File: config.mk
export PLATFORM = sky130hd
export DESIGN_NAME = bgdml_host
export DESIGN_NICKNAME = d
export VERILOG_FILES = /design/src/bgdml_pkg.sv /design/src/bgdml_host.sv /design/src/bgdml_pwm_gen.sv
export SDC_FILE = /design/constraint.sdc
export NUM_CORES = 1
export LEC_CHECK = 0
export ABC_AREA = 1
export BUFFER_PORTS_ARGS = -buffer_cell sky130_fd_sc_hd__buf_4
export CORE_MARGIN = 4
export CORE_UTILIZATION = 40
export CTS_CLUSTER_DIAMETER = 50
export DETAILED_ROUTE_END_ITERATION = 8
export GPL_ROUTABILITY_DRIVEN = 1
export GPL_TIMING_DRIVEN = 0
export PLACE_DENSITY = 0.66
export SKIP_CTS_REPAIR_TIMING = 1
export SYNTH_ARGS = -nofsm -noshare
export SYNTH_HDL_FRONTEND = slang
export SYNTH_SLANG_ARGS = --single-unit
File: constraint.sdc
create_clock -name clk_in -period 2.7 [get_ports clk_in]
set_input_delay 0.81 -clock clk_in [delete_from_list [all_inputs] [get_ports clk_in]]
set_output_delay 0.81 -clock clk_in [all_outputs]
set_load 0.03 [all_outputs]
File: src/bgdml_pkg.sv
// Constants, timing counts and state types of the buck gate-drive host controller.
// Assumes a single 100 MHz clock and an active-low asynchronous reset.
package bgdml_pkg;

   // ==========================================================================
   // Timing
   localparam int unsigned CLK_PERIOD_NS = 10;
   localparam int unsigned BOOT_PRECHARGE_NS = 1000;
   localparam int unsigned PRECHARGE_CYCLES =
      (BOOT_PRECHARGE_NS + CLK_PERIOD_NS - 1) / CLK_PERIOD_NS;

   // ==========================================================================
   // Widths and counts
   localparam int unsigned DUTY_W = 8;
   localparam logic [DUTY_W-1:0] PWM_LAST_COUNT = 8'hc7;
   localparam logic [DUTY_W-1:0] PRECHARGE_LAST = 8'(PRECHARGE_CYCLES - 1);

   // ==========================================================================
   // Values after reset
   localparam logic [DUTY_W-1:0] CNT_RESET = 8'h00;
   localparam logic PIN_RESET = 1'b0;
   localparam logic PWM_OE_RESET = 1'b1;

   // ==========================================================================
   // Controller states
   typedef enum logic [1:0] {
      ST_IDLE,
      ST_PRECHARGE,
      ST_RUN,
      ST_TRISTATE
   } bgdml_state_t;

endpackage

File: src/bgdml_host.sv
// Host controller that drives a synchronous buck power stage through its pins.
// Assumes all user inputs and the fault flag input are synchronous to clk_in.
`timescale 1ns/1ps

// Functional notes
// Mode-select high means synchronous operation, low means independent operation.
// Synchronous mode: pulse-width high turns high side on, low side off.
// Synchronous mode: pulse-width low turns low side on if rectifier enabled.
// Synchronous mode: device confirms one gate off before turning the other on.
// Synchronous mode: rectifier-enable low keeps the low-side gate off.
// Synchronous mode with rectifier-enable high allows commanded low-side switching.
// Independent mode: high-side gate follows the pulse-width input alone.
// Independent mode: low-side gate follows rectifier-enable directly.
// Independent mode: no dead time or interlock between gates.
// Independent mode: controller never drives pulse-width and rectifier-enable high together.
// Mid-level pulse-width input past hold-off forces both gates off.
// Leaving tri-state, controller drives pulse-width low first to recharge bootstrap.
// Undriven rectifier-enable reads high through an internal pull-up.
// Mode-select stays fixed while the stage operates.
// Regulator-disable stays fixed while the stage operates.
// No gate pulses while gate supply is below undervoltage lockout.
// Fault flag is high while gate supply is below undervoltage lockout.
// Fault flag is low during normal fault-free operation.
// Tri-state hold-off is a cycle count from a mid-level detect input.
// Interlock waits for gate-off confirmation before turning the opposite gate on.
module bgdml_host (
   input wire logic clk_in,
   input wire logic arst_n_in,
   input wire logic enable_in,
   input wire logic sync_mode_in,
   input wire logic regulator_disable_in,
   input wire logic rect_enable_in,
   input wire logic tristate_req_in,
   input wire logic [bgdml_pkg::DUTY_W-1:0] duty_in,
   input wire logic fault_flag_in,
   output logic pwm_out,
   output logic pwm_oe_out,
   output logic sync_rect_enable_out,
   output logic drive_mode_select_out,
   output logic gate_regulator_disable_out,
   output logic running_out,
   output logic fault_seen_out
);
   import bgdml_pkg::*;

   typedef struct packed {
      bgdml_state_t st;
      logic [DUTY_W-1:0] cnt;
      logic pwm;
      logic pwm_oe;
      logic sync_rect_enable;
      logic mode;
      logic regdis;
      logic running;
      logic fault;
   } bgdml_host_t;

   bgdml_host_t cur_ff;
   bgdml_host_t nxt_cur;
   logic want_hi;

   // ==========================================================================
   // Pulse-width source
   bgdml_pwm_gen bgdml_pwm_gen_inst (
      .clk_in(clk_in),
      .arst_n_in(arst_n_in),
      .run_in(cur_ff.st == ST_RUN),
      .duty_in(duty_in),
      .pwm_hi_out(want_hi)
   );

   // ==========================================================================
   // Sequencing and pin drive
   always_comb begin
      nxt_cur = cur_ff;
      nxt_cur.pwm_oe = 1'b1;
      nxt_cur.running = 1'b0;
      unique case (cur_ff.st)
         ST_IDLE: begin
            nxt_cur.pwm = 1'b0;
            nxt_cur.sync_rect_enable = 1'b0;
            nxt_cur.mode = sync_mode_in;
            nxt_cur.regdis = regulator_disable_in;
            if (enable_in && !tristate_req_in) begin
               nxt_cur.st = ST_PRECHARGE;
               nxt_cur.cnt = CNT_RESET;
               nxt_cur.fault = 1'b0;
            end
         end
         ST_PRECHARGE: begin
            nxt_cur.pwm = 1'b0;
            nxt_cur.sync_rect_enable = rect_enable_in;
            if (fault_flag_in) begin
               nxt_cur.cnt = CNT_RESET;
            end else if (cur_ff.cnt == PRECHARGE_LAST) begin
               nxt_cur.st = ST_RUN;
               nxt_cur.running = 1'b1;
            end else begin
               nxt_cur.cnt = 8'(cur_ff.cnt + 8'h01);
            end
            if (!enable_in) begin
               nxt_cur.st = ST_IDLE;
               nxt_cur.running = 1'b0;
            end
         end
         ST_RUN: begin
            nxt_cur.running = 1'b1;
            if (cur_ff.mode) begin
               nxt_cur.pwm = want_hi;
               nxt_cur.sync_rect_enable = rect_enable_in;
            end else begin
               nxt_cur.pwm = want_hi && !cur_ff.sync_rect_enable;
               nxt_cur.sync_rect_enable = rect_enable_in && !want_hi && !cur_ff.pwm;
            end
            if (fault_flag_in) begin
               nxt_cur.st = ST_IDLE;
               nxt_cur.fault = 1'b1;
               nxt_cur.running = 1'b0;
               nxt_cur.pwm = 1'b0;
               nxt_cur.sync_rect_enable = 1'b0;
            end else if (!enable_in) begin
               nxt_cur.st = ST_IDLE;
               nxt_cur.running = 1'b0;
               nxt_cur.pwm = 1'b0;
               nxt_cur.sync_rect_enable = 1'b0;
            end else if (tristate_req_in) begin
               nxt_cur.st = ST_TRISTATE;
               nxt_cur.running = 1'b0;
               nxt_cur.pwm = 1'b0;
               nxt_cur.pwm_oe = 1'b0;
               nxt_cur.sync_rect_enable = 1'b0;
            end
         end
         ST_TRISTATE: begin
            nxt_cur.pwm = 1'b0;
            nxt_cur.sync_rect_enable = 1'b0;
            nxt_cur.pwm_oe = 1'b0;
            if (!enable_in) begin
               nxt_cur.st = ST_IDLE;
               nxt_cur.pwm_oe = 1'b1;
            end else if (!tristate_req_in) begin
               nxt_cur.st = ST_PRECHARGE;
               nxt_cur.cnt = CNT_RESET;
               nxt_cur.pwm_oe = 1'b1;
            end
         end
      endcase
   end

   always_ff @(posedge clk_in or negedge arst_n_in) begin
      if (!arst_n_in) begin
         cur_ff.st <= ST_IDLE;
         cur_ff.cnt <= CNT_RESET;
         cur_ff.pwm <= PIN_RESET;
         cur_ff.pwm_oe <= PWM_OE_RESET;
         cur_ff.sync_rect_enable <= PIN_RESET;
         cur_ff.mode <= PIN_RESET;
         cur_ff.regdis <= PIN_RESET;
         cur_ff.running <= PIN_RESET;
         cur_ff.fault <= PIN_RESET;
      end else begin
         cur_ff <= nxt_cur;
      end
   end

   assign pwm_out = cur_ff.pwm;
   assign pwm_oe_out = cur_ff.pwm_oe;
   assign sync_rect_enable_out = cur_ff.sync_rect_enable;
   assign drive_mode_select_out = cur_ff.mode;
   assign gate_regulator_disable_out = cur_ff.regdis;
   assign running_out = cur_ff.running;
   assign fault_seen_out = cur_ff.fault;
endmodule

File: src/bgdml_pwm_gen.sv
// Free-running pulse-width generator for the host controller.
// Assumes the duty input is held steady by the user; a restart clears the period.
`timescale 1ns/1ps

module bgdml_pwm_gen (
   input wire logic clk_in,
   input wire logic arst_n_in,
   input wire logic run_in,
   input wire logic [bgdml_pkg::DUTY_W-1:0] duty_in,
   output logic pwm_hi_out
);
   import bgdml_pkg::*;

   typedef struct packed {
      logic [DUTY_W-1:0] cnt;
      logic hi;
   } bgdml_gen_t;

   bgdml_gen_t cur_ff;
   bgdml_gen_t nxt_cur;

   // ==========================================================================
   // Period counter and compare
   always_comb begin
      nxt_cur = cur_ff;
      if (!run_in) begin
         nxt_cur.cnt = CNT_RESET;
         nxt_cur.hi = 1'b0;
      end else begin
         nxt_cur.cnt = (cur_ff.cnt == PWM_LAST_COUNT) ? CNT_RESET : 8'(cur_ff.cnt + 8'h01);
         nxt_cur.hi = (cur_ff.cnt < duty_in);
      end
   end

   always_ff @(posedge clk_in or negedge arst_n_in) begin
      if (!arst_n_in) begin
         cur_ff <= '0;
      end else begin
         cur_ff <= nxt_cur;
      end
   end

   assign pwm_hi_out = cur_ff.hi;

endmodule

==> flow_metrics.env, run 1 <==
export IMPL_run_status="finished, final reports clean"
export IMPL_synth_top_cell_by_area="dfrtp_1"
export IMPL_finalHoldViolCount=0
export IMPL_n_antenna_cell=0
export IMPL_syn_mean_instance_area_um2=7.922
export IMPL_clock_sinks=26
export IMPL_post_drt_wl_per_cell_um=10.72
export IMPL_pre_repair_dr_iteration_count=4
export IMPL_fin_crit_ps=1741
export IMPL_postPlaceCellArea_um2=1849
export IMPL_synth_simple_gate_area_share=0.2550
export IMPL_area_grow_syn2layout_pct=16.64
export IMPL_max_slew_margin_rel=0.7709
export IMPL_critical_path_max_stage_delay_ps=520
export IMPL_dieArea_um2=5144
export IMPL_drive_above_1_share=0.1991
export IMPL_main_combinational_cell_family_by_area_after_synthesis="simple AND/OR/NAND/NOR gates"
export IMPL_synth_compound_area_frac=0.1287
export IMPL_finalMaxSlewViolations=0
export IMPL_critical_path_slowest_cell="dfstp_2"
export IMPL_critical_path_top_delay_family="flip-flops"
export IMPL_setup_tns_ps=0
export IMPL_layout_common_cells="46 x nand2_1, 34 x inv_1, 25 x dfrtp_1"
export IMPL_xor_xnor_share_of_the_synthesized_area=0.02157
export IMPL_dr_total_vias=1315
export IMPL_clk_pin_slew_ps=90
export IMPL_finalWirelength_um=2992
export IMPL_synth_cell_type_count=28
export IMPL_clock_insertion_delay_worst_skew_ps=270
export IMPL_dr_first_iter_drc_count=92
export IMPL_ys_seq_elements=26
export IMPL_synthesis_instances=205
export IMPL_antenna_violations_before_repair=0
export IMPL_final_net_count=262
export IMPL_maximum_vdd_ir_drop_uv=205.6
export IMPL_fin_skew_ps=8.533
export IMPL_rsz_0062_raised_after_global_routing="false"
export IMPL_gp_routability_congestion=0.8243
export IMPL_final_util=0.4987
export IMPL_grt_total_usage=0.1266
export IMPL_worst_ep_required_time_ps=1890
export IMPL_seq_area_frac_synth=0.4014
export IMPL_yosys_area_top_type_share=0.3852
export IMPL_criticalPathCategory="flop to primary output"
export IMPL_timing_critical_path_arrival_ps=930
export IMPL_crit_reg2reg_launch="cur_ff[15]"
export IMPL_cp_num_buf_inv=1
export IMPL_std_cell_rows=22
export IMPL_first_global_vias=1192
export IMPL_grt_first_pass_wirelength_um=5161
export IMPL_max_cap_violations=0
export IMPL_final_setup_viol_count=0
export IMPL_drt_vias_per_instance=4.713
export IMPL_cts_root_buffer_cell="clkbuf_8"
export IMPL_drc=0
export IMPL_ctsHtreeMaxLevel=1
export IMPL_die_x_um=71.72
export IMPL_post_synth_mux_area_share=0
export IMPL_hpwlAfterDp_um=2314
export IMPL_antenna_left=0
export IMPL_sum_of_overflow_across_all_layers_after_global_routing=0
export IMPL_ios=23
export IMPL_cts_buffers=3
export IMPL_tightest_slew_ps=343.6
export IMPL_portBuffers=22
export IMPL_critical_path_startpoint="pwm_oe_out"
export IMPL_tritoncts="done"
export IMPL_syn_num_nets=235
export IMPL_initial_utilization=0.4275
export IMPL_critical_path_max_fanout=1
export IMPL_max_clock_path_buffers=2
export IMPL_hold_path_class="input pin to async pin"
export IMPL_netlist_top_cells_area="dfrtp_1 39%, ha_1 11%, nand2_1 11%"
export IMPL_finish_instance_area_um2=1894
export IMPL_power_leakage_nw=0.9476
export IMPL_critPathCaptureType="primary output"
export IMPL_final_common_cell="nand2_1"
export IMPL_synth_warning_count=0
export IMPL_netlist_area_um2=1624
export IMPL_critical_path_cell_sequence="buf_4"
export IMPL_fmax_mhz=574.2
export IMPL_fin_worst_hold_slack_ps=432.5
export IMPL_power_density_cell_area_nw_per_um2=613.7
export IMPL_floorplan_die_height_um=71.72
export IMPL_grt_max_degree=27
export IMPL_synthAdderAreaFrac=0.1079
export IMPL_share_of_the_cycle_needed_by_the_critical_path_after_routing=0.6450
export IMPL_coreArea_um2=3799
export IMPL_kind_of_start_point_of_the_critical_path="flop"
-- final cells by class --
| cell class | count | area [um^2] |
|---|---|---|
| timing repair buffer | 22 | 165.2 |
| fill | 377 | 1904 |
| multi-input combinational | 142 | 833.3 |
| sequential | 26 | 651.9 |
| tap | 48 | 60.06 |
| inverter | 37 | 138.9 |
| clock buffer | 4 | 45.04 |
-- report_power, final --
part / internal, mW / switching (mW) / total, mW
Sequential: 0.440 / 0.0379 / 0.478
Combinational: 0.164 / 0.292 / 0.456
Clock: 0.106 / 0.123 / 0.229
-- kinds of logic after synthesis --
| family | count (synthesis) |
|---|---|
| fa+ha+maj | 14 |
| flops | 26 |
| buf+inv | 37 |
| compound gates | 33 |
| simple gates | 91 |
| xor+xnor | 4 |
-- registers in the layout, indices dropped and copies added, names as in the netlist --
register                       flops
cur_ff                            10
bgdml_pwm_gen_inst.cur_ff          8
bgdml_pwm_gen_inst.pwm_hi_out      1
drive_mode_select_out              1
fault_seen_out                     1
gate_regulator_disable_out         1
pwm_oe_out                         1
pwm_out                            1
running_out                        1
sync_rect_enable_out               1
-- per-layer routing --
metal | GRT usage | wire length (um)
met5 | 0 | 0
met4 | 0.06263 | 65
met3 | 0.01823 | 117
met2 | 0.1969 | 1291
met1 | 0.1716 | 1516
-- per-stage QoR --
step | setup WS, ps | power [mW] | std cells
2_1_floorplan | 1099 | 0.8114 | 205
5_1_grt | 923.5 | 1.251 | 279
3_5_place_dp | 923.0 | 0.9496 | 275
4_1_cts | 946.8 | 1.183 | 279
6_report | 958.6 | 1.163 | 279
3_3_place_gp | 952.3 | 0.9424 | 275
-- path summary, 6_finish.rpt --
check                              to  slack [ps]  cells after the start
setup / recovery           pwm_oe_out         960                      1
hold / removal             cur_ff[10]         430                      1
setup reg to reg           cur_ff[16]        1100                     10
hold reg to reg               pwm_out         460                      1
max in group asynchronous  pwm_oe_out        1960                      1
min in group clk_in           pwm_out         460                      1
-- synthesized netlist by cell type (all sizes together) --
cell type   n
a21boi      1
nand3      10
o21ai      20
o21bai      1
a211oi      1
nor2       23
nor3        5
nand4       2
nand3b      1
dfstp       1
dfrtp      25
xnor2       1
nand2      50
o21a        1
ha         14
inv        37
a21oi       9
xor2        3
Power figures use the tool's default switching activity.
==> run 2, diff against run 1 <==
- PLACE_DENSITY: 0.66 -> 0.68
- clock period: 2.7 -> 1.6 ns (I/O delays scaled with it)
==> run 2 against run 1 <==
  * Sequential share of layout area fell by 1.3 points
  * Total power rose by 92%
  * Final cell count grew 0.72%
  * Global-route usage up 0.38 points
  * Routed wire length rose by 4.1%
  * Clock skew is 6.0 ps lower
  * Clock-buffer cell count is 1 lower
  * Die area did not move
  * Via count is 2.4% higher
  * Critical path depth is 6 higher
==> flow_metrics.env, run 2 (synthesis results as in run 1) <==
export IMPL_run_status="finished, final reports clean"
export IMPL_portBuffers=22
export IMPL_finalMaxSlewViolations=0
export IMPL_floorplan_die_height_um=71.72
export IMPL_report_power_total_mw=2.227
export IMPL_std_cell_rows=22
export IMPL_grt_first_pass_wirelength_um=5437
export IMPL_dr_first_iter_drc_count=99
export IMPL_cts_buffers=3
export IMPL_hold_path_class="input pin to async pin"
export IMPL_dr_total_vias=1347
export IMPL_multiInputGateArea_um2=865.8
export IMPL_timing_critical_path_arrival_ps=1690
export IMPL_initial_utilization=0.4275
export IMPL_tritoncts="done"
export IMPL_final_common_cell="nand2_1"
export IMPL_n_antenna_cell=0
export IMPL_kind_of_start_point_of_the_critical_path="flop"
export IMPL_final_setup_viol_count=0
export IMPL_first_global_vias=1229
export IMPL_critical_path_max_fanout=8
export IMPL_hpwlAfterDp_um=2381
export IMPL_drive_above_1_share=0.2403
export IMPL_fill_cells=372
export IMPL_timing_reg2reg_setup_slack_ps=110
export IMPL_cts_root_buffer_cell="clkbuf_8"
export IMPL_sum_of_overflow_across_all_layers_after_global_routing=0
export IMPL_post_drt_wl_per_cell_um=11.08
export IMPL_ios=23
export IMPL_max_cap_violations=0
export IMPL_ff_latch_area_um2=651.9
export IMPL_area_grow_syn2layout_pct=21.19
export IMPL_dp_cells=275
export IMPL_r2r_cell_count=7
export IMPL_setup_tns_ps=0
export IMPL_largest_register_ffs=10
export IMPL_final_net_count=264
export IMPL_critPathCaptureType="flop"
export IMPL_gp_routability_congestion=0.7381
export IMPL_drt_vias_per_instance=4.794
export IMPL_coreArea_um2=3799
export IMPL_fin_crit_ps=1490
export IMPL_max_slew_margin_rel=0.7794
export IMPL_finalWirelength_um=3114
export IMPL_worst_ep_required_time_ps=1800
export IMPL_clock_insertion_delay_worst_skew_ps=270
export IMPL_die_x_um=71.72
export IMPL_antenna_violations_before_repair=0
export IMPL_fmax_mhz=670.9
export IMPL_power_leakage_nw=0.9733
export IMPL_drc=0
export IMPL_regToRegEndpoint="cur_ff[11]"
export IMPL_power_density_cell_area_nw_per_um2=1131
export IMPL_ctsHtreeMaxLevel=1
export IMPL_top_register="cur_ff"
export IMPL_grt_max_degree=27
export IMPL_layout_common_cells="46 x nand2_1, 31 x inv_1, 25 x dfrtp_1"
export IMPL_fin_skew_ps=2.513
export IMPL_finalHoldViolCount=0
export IMPL_reg_largest_list="cur_ff: 10 flops, bgdml_pwm_gen_inst.cur_ff: 8 flops"
export IMPL_clk_pin_slew_ps=90
export IMPL_share_of_the_cycle_needed_by_the_critical_path_after_routing=0.9315
export IMPL_clock_sinks=26
export IMPL_rsz_0062_raised_after_global_routing="false"
export IMPL_pre_repair_dr_iteration_count=4
export IMPL_antenna_left=0
export IMPL_tightest_slew_ps=331.0
export IMPL_crit_reg2reg_launch="cur_ff[15]"
export IMPL_max_clock_path_buffers=2
export IMPL_stdcell_count=281
export IMPL_grt_total_usage=0.1304
export IMPL_criticalPathCategory="flop to flop"
export IMPL_maximum_vdd_ir_drop_uv=487.1
export IMPL_dieArea_um2=5144
==> run 2: cell types whose count changed in the layout (fill, tap and decap cells not counted), sizes merged <==
cell,previous run,this run
clkbuf,4,3
buf,22,24
bufinv,0,1
==> run 2: critical path, stage by stage, from the launching register on <==
cell and delay [ps]:
dfrtp_1 420, inv_2 100, ha_4 190, inv_2 70, nand2_1 80, a21oi_4 210, nand3_4 180, o21ai_2 170
==> run 2: final cells by class <==
type / count / area share
multi-input combinational: 142 / 0.4399
sequential: 26 / 0.3312
timing repair buffer: 24 / 0.09154
inverter: 37 / 0.07057
tap: 48 / 0.03051
clock buffer: 3 / 0.02098
clock inverter: 1 / 0.01526
==> run 2: per-layer routing <==
layer	vias up	track usage	share of wire
met4	0	0.05010	0.015
met2	27	0.1939	0.47
met1	610	0.1899	0.47
met3	4	0.01964	0.049
met5	-	0	0
li1	706	-	-
==> run 2: report_power, final <==
group / internal, mW / switching (mW) / total, mW
Combinational: 0.340 / 0.534 / 0.874
Clock: 0.335 / 0.208 / 0.542
Sequential: 0.742 / 0.0680 / 0.810
Total: 1.42 / 0.809 / 2.23
==> run 2: worst max path at each step <==
stage               startpoint          to  slack [ps]  cells after the start
global placement    cur_ff[15]  cur_ff[11]          20                      7
CTS                 cur_ff[15]  cur_ff[11]         -60                      7
floorplan           cur_ff[15]  cur_ff[15]         220                     10
detailed placement  cur_ff[15]  cur_ff[11]         -30                      7
global route        cur_ff[15]  cur_ff[10]         0.8                      7
finish              cur_ff[15]  cur_ff[11]         110                      7
==> run 2: per-stage QoR <==
stage	hold slack [ps]	instance area, um^2	utilization	setup WS, ps
2_1_floorplan	184.4	1624	-	218.6
3_5_place_dp	408.8	1849	0.4868	-31.73
3_3_place_gp	410.5	1849	0.4868	22.10
5_1_grt	117.7	1968	0.5181	0.8006
6_report	96.32	1968	0.5181	109.6
4_1_cts	110.8	1921	0.5056	-57.66
==> run 3, diff against run 2 <==
- CORE_UTILIZATION: 40 -> 51
- PLACE_DENSITY: 0.68 -> 0.82
==> run 3 against run 2 <==
  * Via count decreased by 3.6%
  * Clock power down 48%
  * Sequential power hardly changed
  * Worst setup slack worse by 22 ps
  * Critical path type unchanged
  * Sequential share of layout area increased by 0.95 points
  * Register-to-register slack lost 20 ps
  * Routed wire length decreased by 8.1%
  * Highest routed layer unchanged
  * Clock-buffer cell count increased by 1
  * Clock skew is 5.1 ps higher
  * Largest cell class unchanged
  * Combinational power is 0.7% higher
  * Final cell count decreased by 1.4%
  * First-iteration DRC count decreased by 49%
==> flow_metrics.env, run 3 (synthesis results as in run 1) <==
export IMPL_largest_register_ffs=10
export IMPL_power_frac_clock=0.144
export IMPL_clock_insertion_delay_worst_skew_ps=320
export IMPL_share_of_the_cycle_needed_by_the_critical_path_after_routing=0.9450
export IMPL_pre_repair_dr_iteration_count=4
export IMPL_coreArea_um2=3053
export IMPL_cts_buffers=3
export IMPL_max_slew_margin_rel=0.7832
export IMPL_drt_vias_per_instance=4.690
export IMPL_antenna_left=0
export IMPL_critPathCaptureType="flop"
export IMPL_hpwlAfterDp_um=2232
export IMPL_internal_power_mw=1.190
export IMPL_critical_path_slowest_cell="dfrtp_1"
export IMPL_kind_of_start_point_of_the_critical_path="flop"
export IMPL_fin_skew_ps=7.588
export IMPL_critical_path_cell_sequence="buf_4 > ha_2 > inv_2 > nand2_2 > a21oi_4 > nand3_4 > o21ai_2"
export IMPL_swShare=0.3976
export IMPL_drc=0
export IMPL_power_leakage_nw=0.9444
export IMPL_gp_routability_congestion=0.8241
export IMPL_max_clock_path_buffers=2
export IMPL_die_x_um=64.43
export IMPL_grt_max_degree=27
export IMPL_final_common_cell="nand2_1"
export IMPL_cts_root_buffer_cell="clkbuf_4"
export IMPL_top_register="cur_ff"
export IMPL_finalWirelength_um=2863
export IMPL_n_antenna_cell=0
export IMPL_power_density_cell_area_nw_per_um2=1031
export IMPL_grt_total_usage=0.1537
export IMPL_finalMaxSlewViolations=0
export IMPL_tritoncts="done"
export IMPL_final_setup_worst_slack_ps=87.98
export IMPL_final_net_count=264
export IMPL_ff_latch_area_um2=653.1
export IMPL_ios=23
export IMPL_critical_path_max_stage_delay_ps=430
export IMPL_hold_path_class="input pin to async pin"
export IMPL_critical_path_max_fanout=8
export IMPL_dieArea_um2=4151
export IMPL_clk_pin_slew_ps=140
export IMPL_tightest_slew_ps=325.1
export IMPL_reg_largest_list="cur_ff: 10 flops, bgdml_pwm_gen_inst.cur_ff: 8 flops"
export IMPL_drive_above_1_share=0.2446
export IMPL_dr_total_vias=1299
export IMPL_worst_ep_required_time_ps=1840
export IMPL_initial_utilization=0.5320
export IMPL_floorplan_die_height_um=64.43
export IMPL_dr_first_iter_drc_count=50
export IMPL_sum_of_overflow_across_all_layers_after_global_routing=0
export IMPL_timing_critical_path_arrival_ps=1760
export IMPL_portBuffers=22
export IMPL_post_drt_wl_per_cell_um=10.34
export IMPL_antenna_violations_before_repair=0
export IMPL_fmax_mhz=661.4
export IMPL_std_cell_rows=20
export IMPL_power_switching_mw=0.7854
export IMPL_fill_cells=276
export IMPL_run_status="finished, final reports clean"
export IMPL_maximum_vdd_ir_drop_uv=473.9
export IMPL_first_global_vias=1209
export IMPL_grt_first_pass_wirelength_um=5106
export IMPL_multiInputGateArea_um2=863.3
export IMPL_report_power_total_mw=1.975
export IMPL_criticalPathCategory="flop to flop"
export IMPL_clock_sinks=26
export IMPL_final_setup_viol_count=0
export IMPL_ctsHtreeMaxLevel=1
export IMPL_fin_crit_ps=1512
export IMPL_dp_slack_ps=-11.43
export IMPL_max_cap_violations=0
export IMPL_layout_common_cells="45 x nand2_1, 30 x inv_1, 24 x dfrtp_1, 24 x buf_4, 20 x nor2_1"
export IMPL_area_grow_syn2layout_pct=18.03
export IMPL_finalHoldViolCount=0
export IMPL_power_frac_comb=0.445
export IMPL_setup_tns_ps=0
export IMPL_power_sequential_fraction=0.411
[run 3: changes by cell type in the layout (fill, tap and decap cells not counted), sizes merged]
| cell | previous run | this run |
|---|---|---|
| bufinv | 1 | 0 |
| clkbuf | 3 | 4 |
[run 3: worst max-delay path: cells and delay by family (launching register included)]
family	cells	cell delay, ps
compound gates	2	400
fa+ha+maj	1	190
buf+inv	2	200
flops	1	430
simple gates	2	230
[run 3: power by group through the flow]
stage | logic, mW | clock network (mW) | registers [mW]
3_3_place_gp | 0.762 | 0 | 0.819
6_report | 0.880 | 0.284 | 0.812
5_1_grt | 0.991 | 0.331 | 0.826
3_5_place_dp | 0.766 | 0 | 0.822
2_1_floorplan | 0.483 | 0 | 0.886
4_1_cts | 0.771 | 0.293 | 0.809
[run 3: area by class of cell]
cell class,count,share of cell area
timing repair buffer,24,0.09399
tap,44,0.02872
sequential,26,0.3407
clock buffer,4,0.01371
multi-input combinational,142,0.4504
inverter,37,0.07245
[run 3: path summary, 6_finish.rpt]
path | slack (ps) | start | cells past startpoint | end
worst max-delay path | 90 | cur_ff[15] | 7 | cur_ff[13]
worst min-delay path | 40 | arst_n_in | 1 | drive_mode_select_out
worst max register to register | 90 | cur_ff[15] | 7 | cur_ff[13]
worst min register to register | 450 | sync_rect_enable_out | 1 | pwm_out
max in group asynchronous | 1260 | arst_n_in | 1 | pwm_oe_out
min in group clk_in | 330 | tristate_req_in | 2 | pwm_oe_out
[run 3: stage by stage]
stage	hold WS [ps]	cell area (um^2)	util	std cells
after global routing	35.61	1917	0.6279	277
after global placement	403.6	1844	0.6041	271
after CTS	43.61	1871	0.6127	275
final	38.70	1917	0.6279	277
after floorplan	184.4	1624	-	205
after detailed placement	403.9	1844	0.6041	271
[run 3: metal layers]
layer  wire length [um]  track usage  part of all wire
met1               1426       0.2040              0.50
met2               1279       0.2564              0.45
met3                115      0.02600             0.040
met4                 41      0.04749             0.014
met5                  0            0                 0
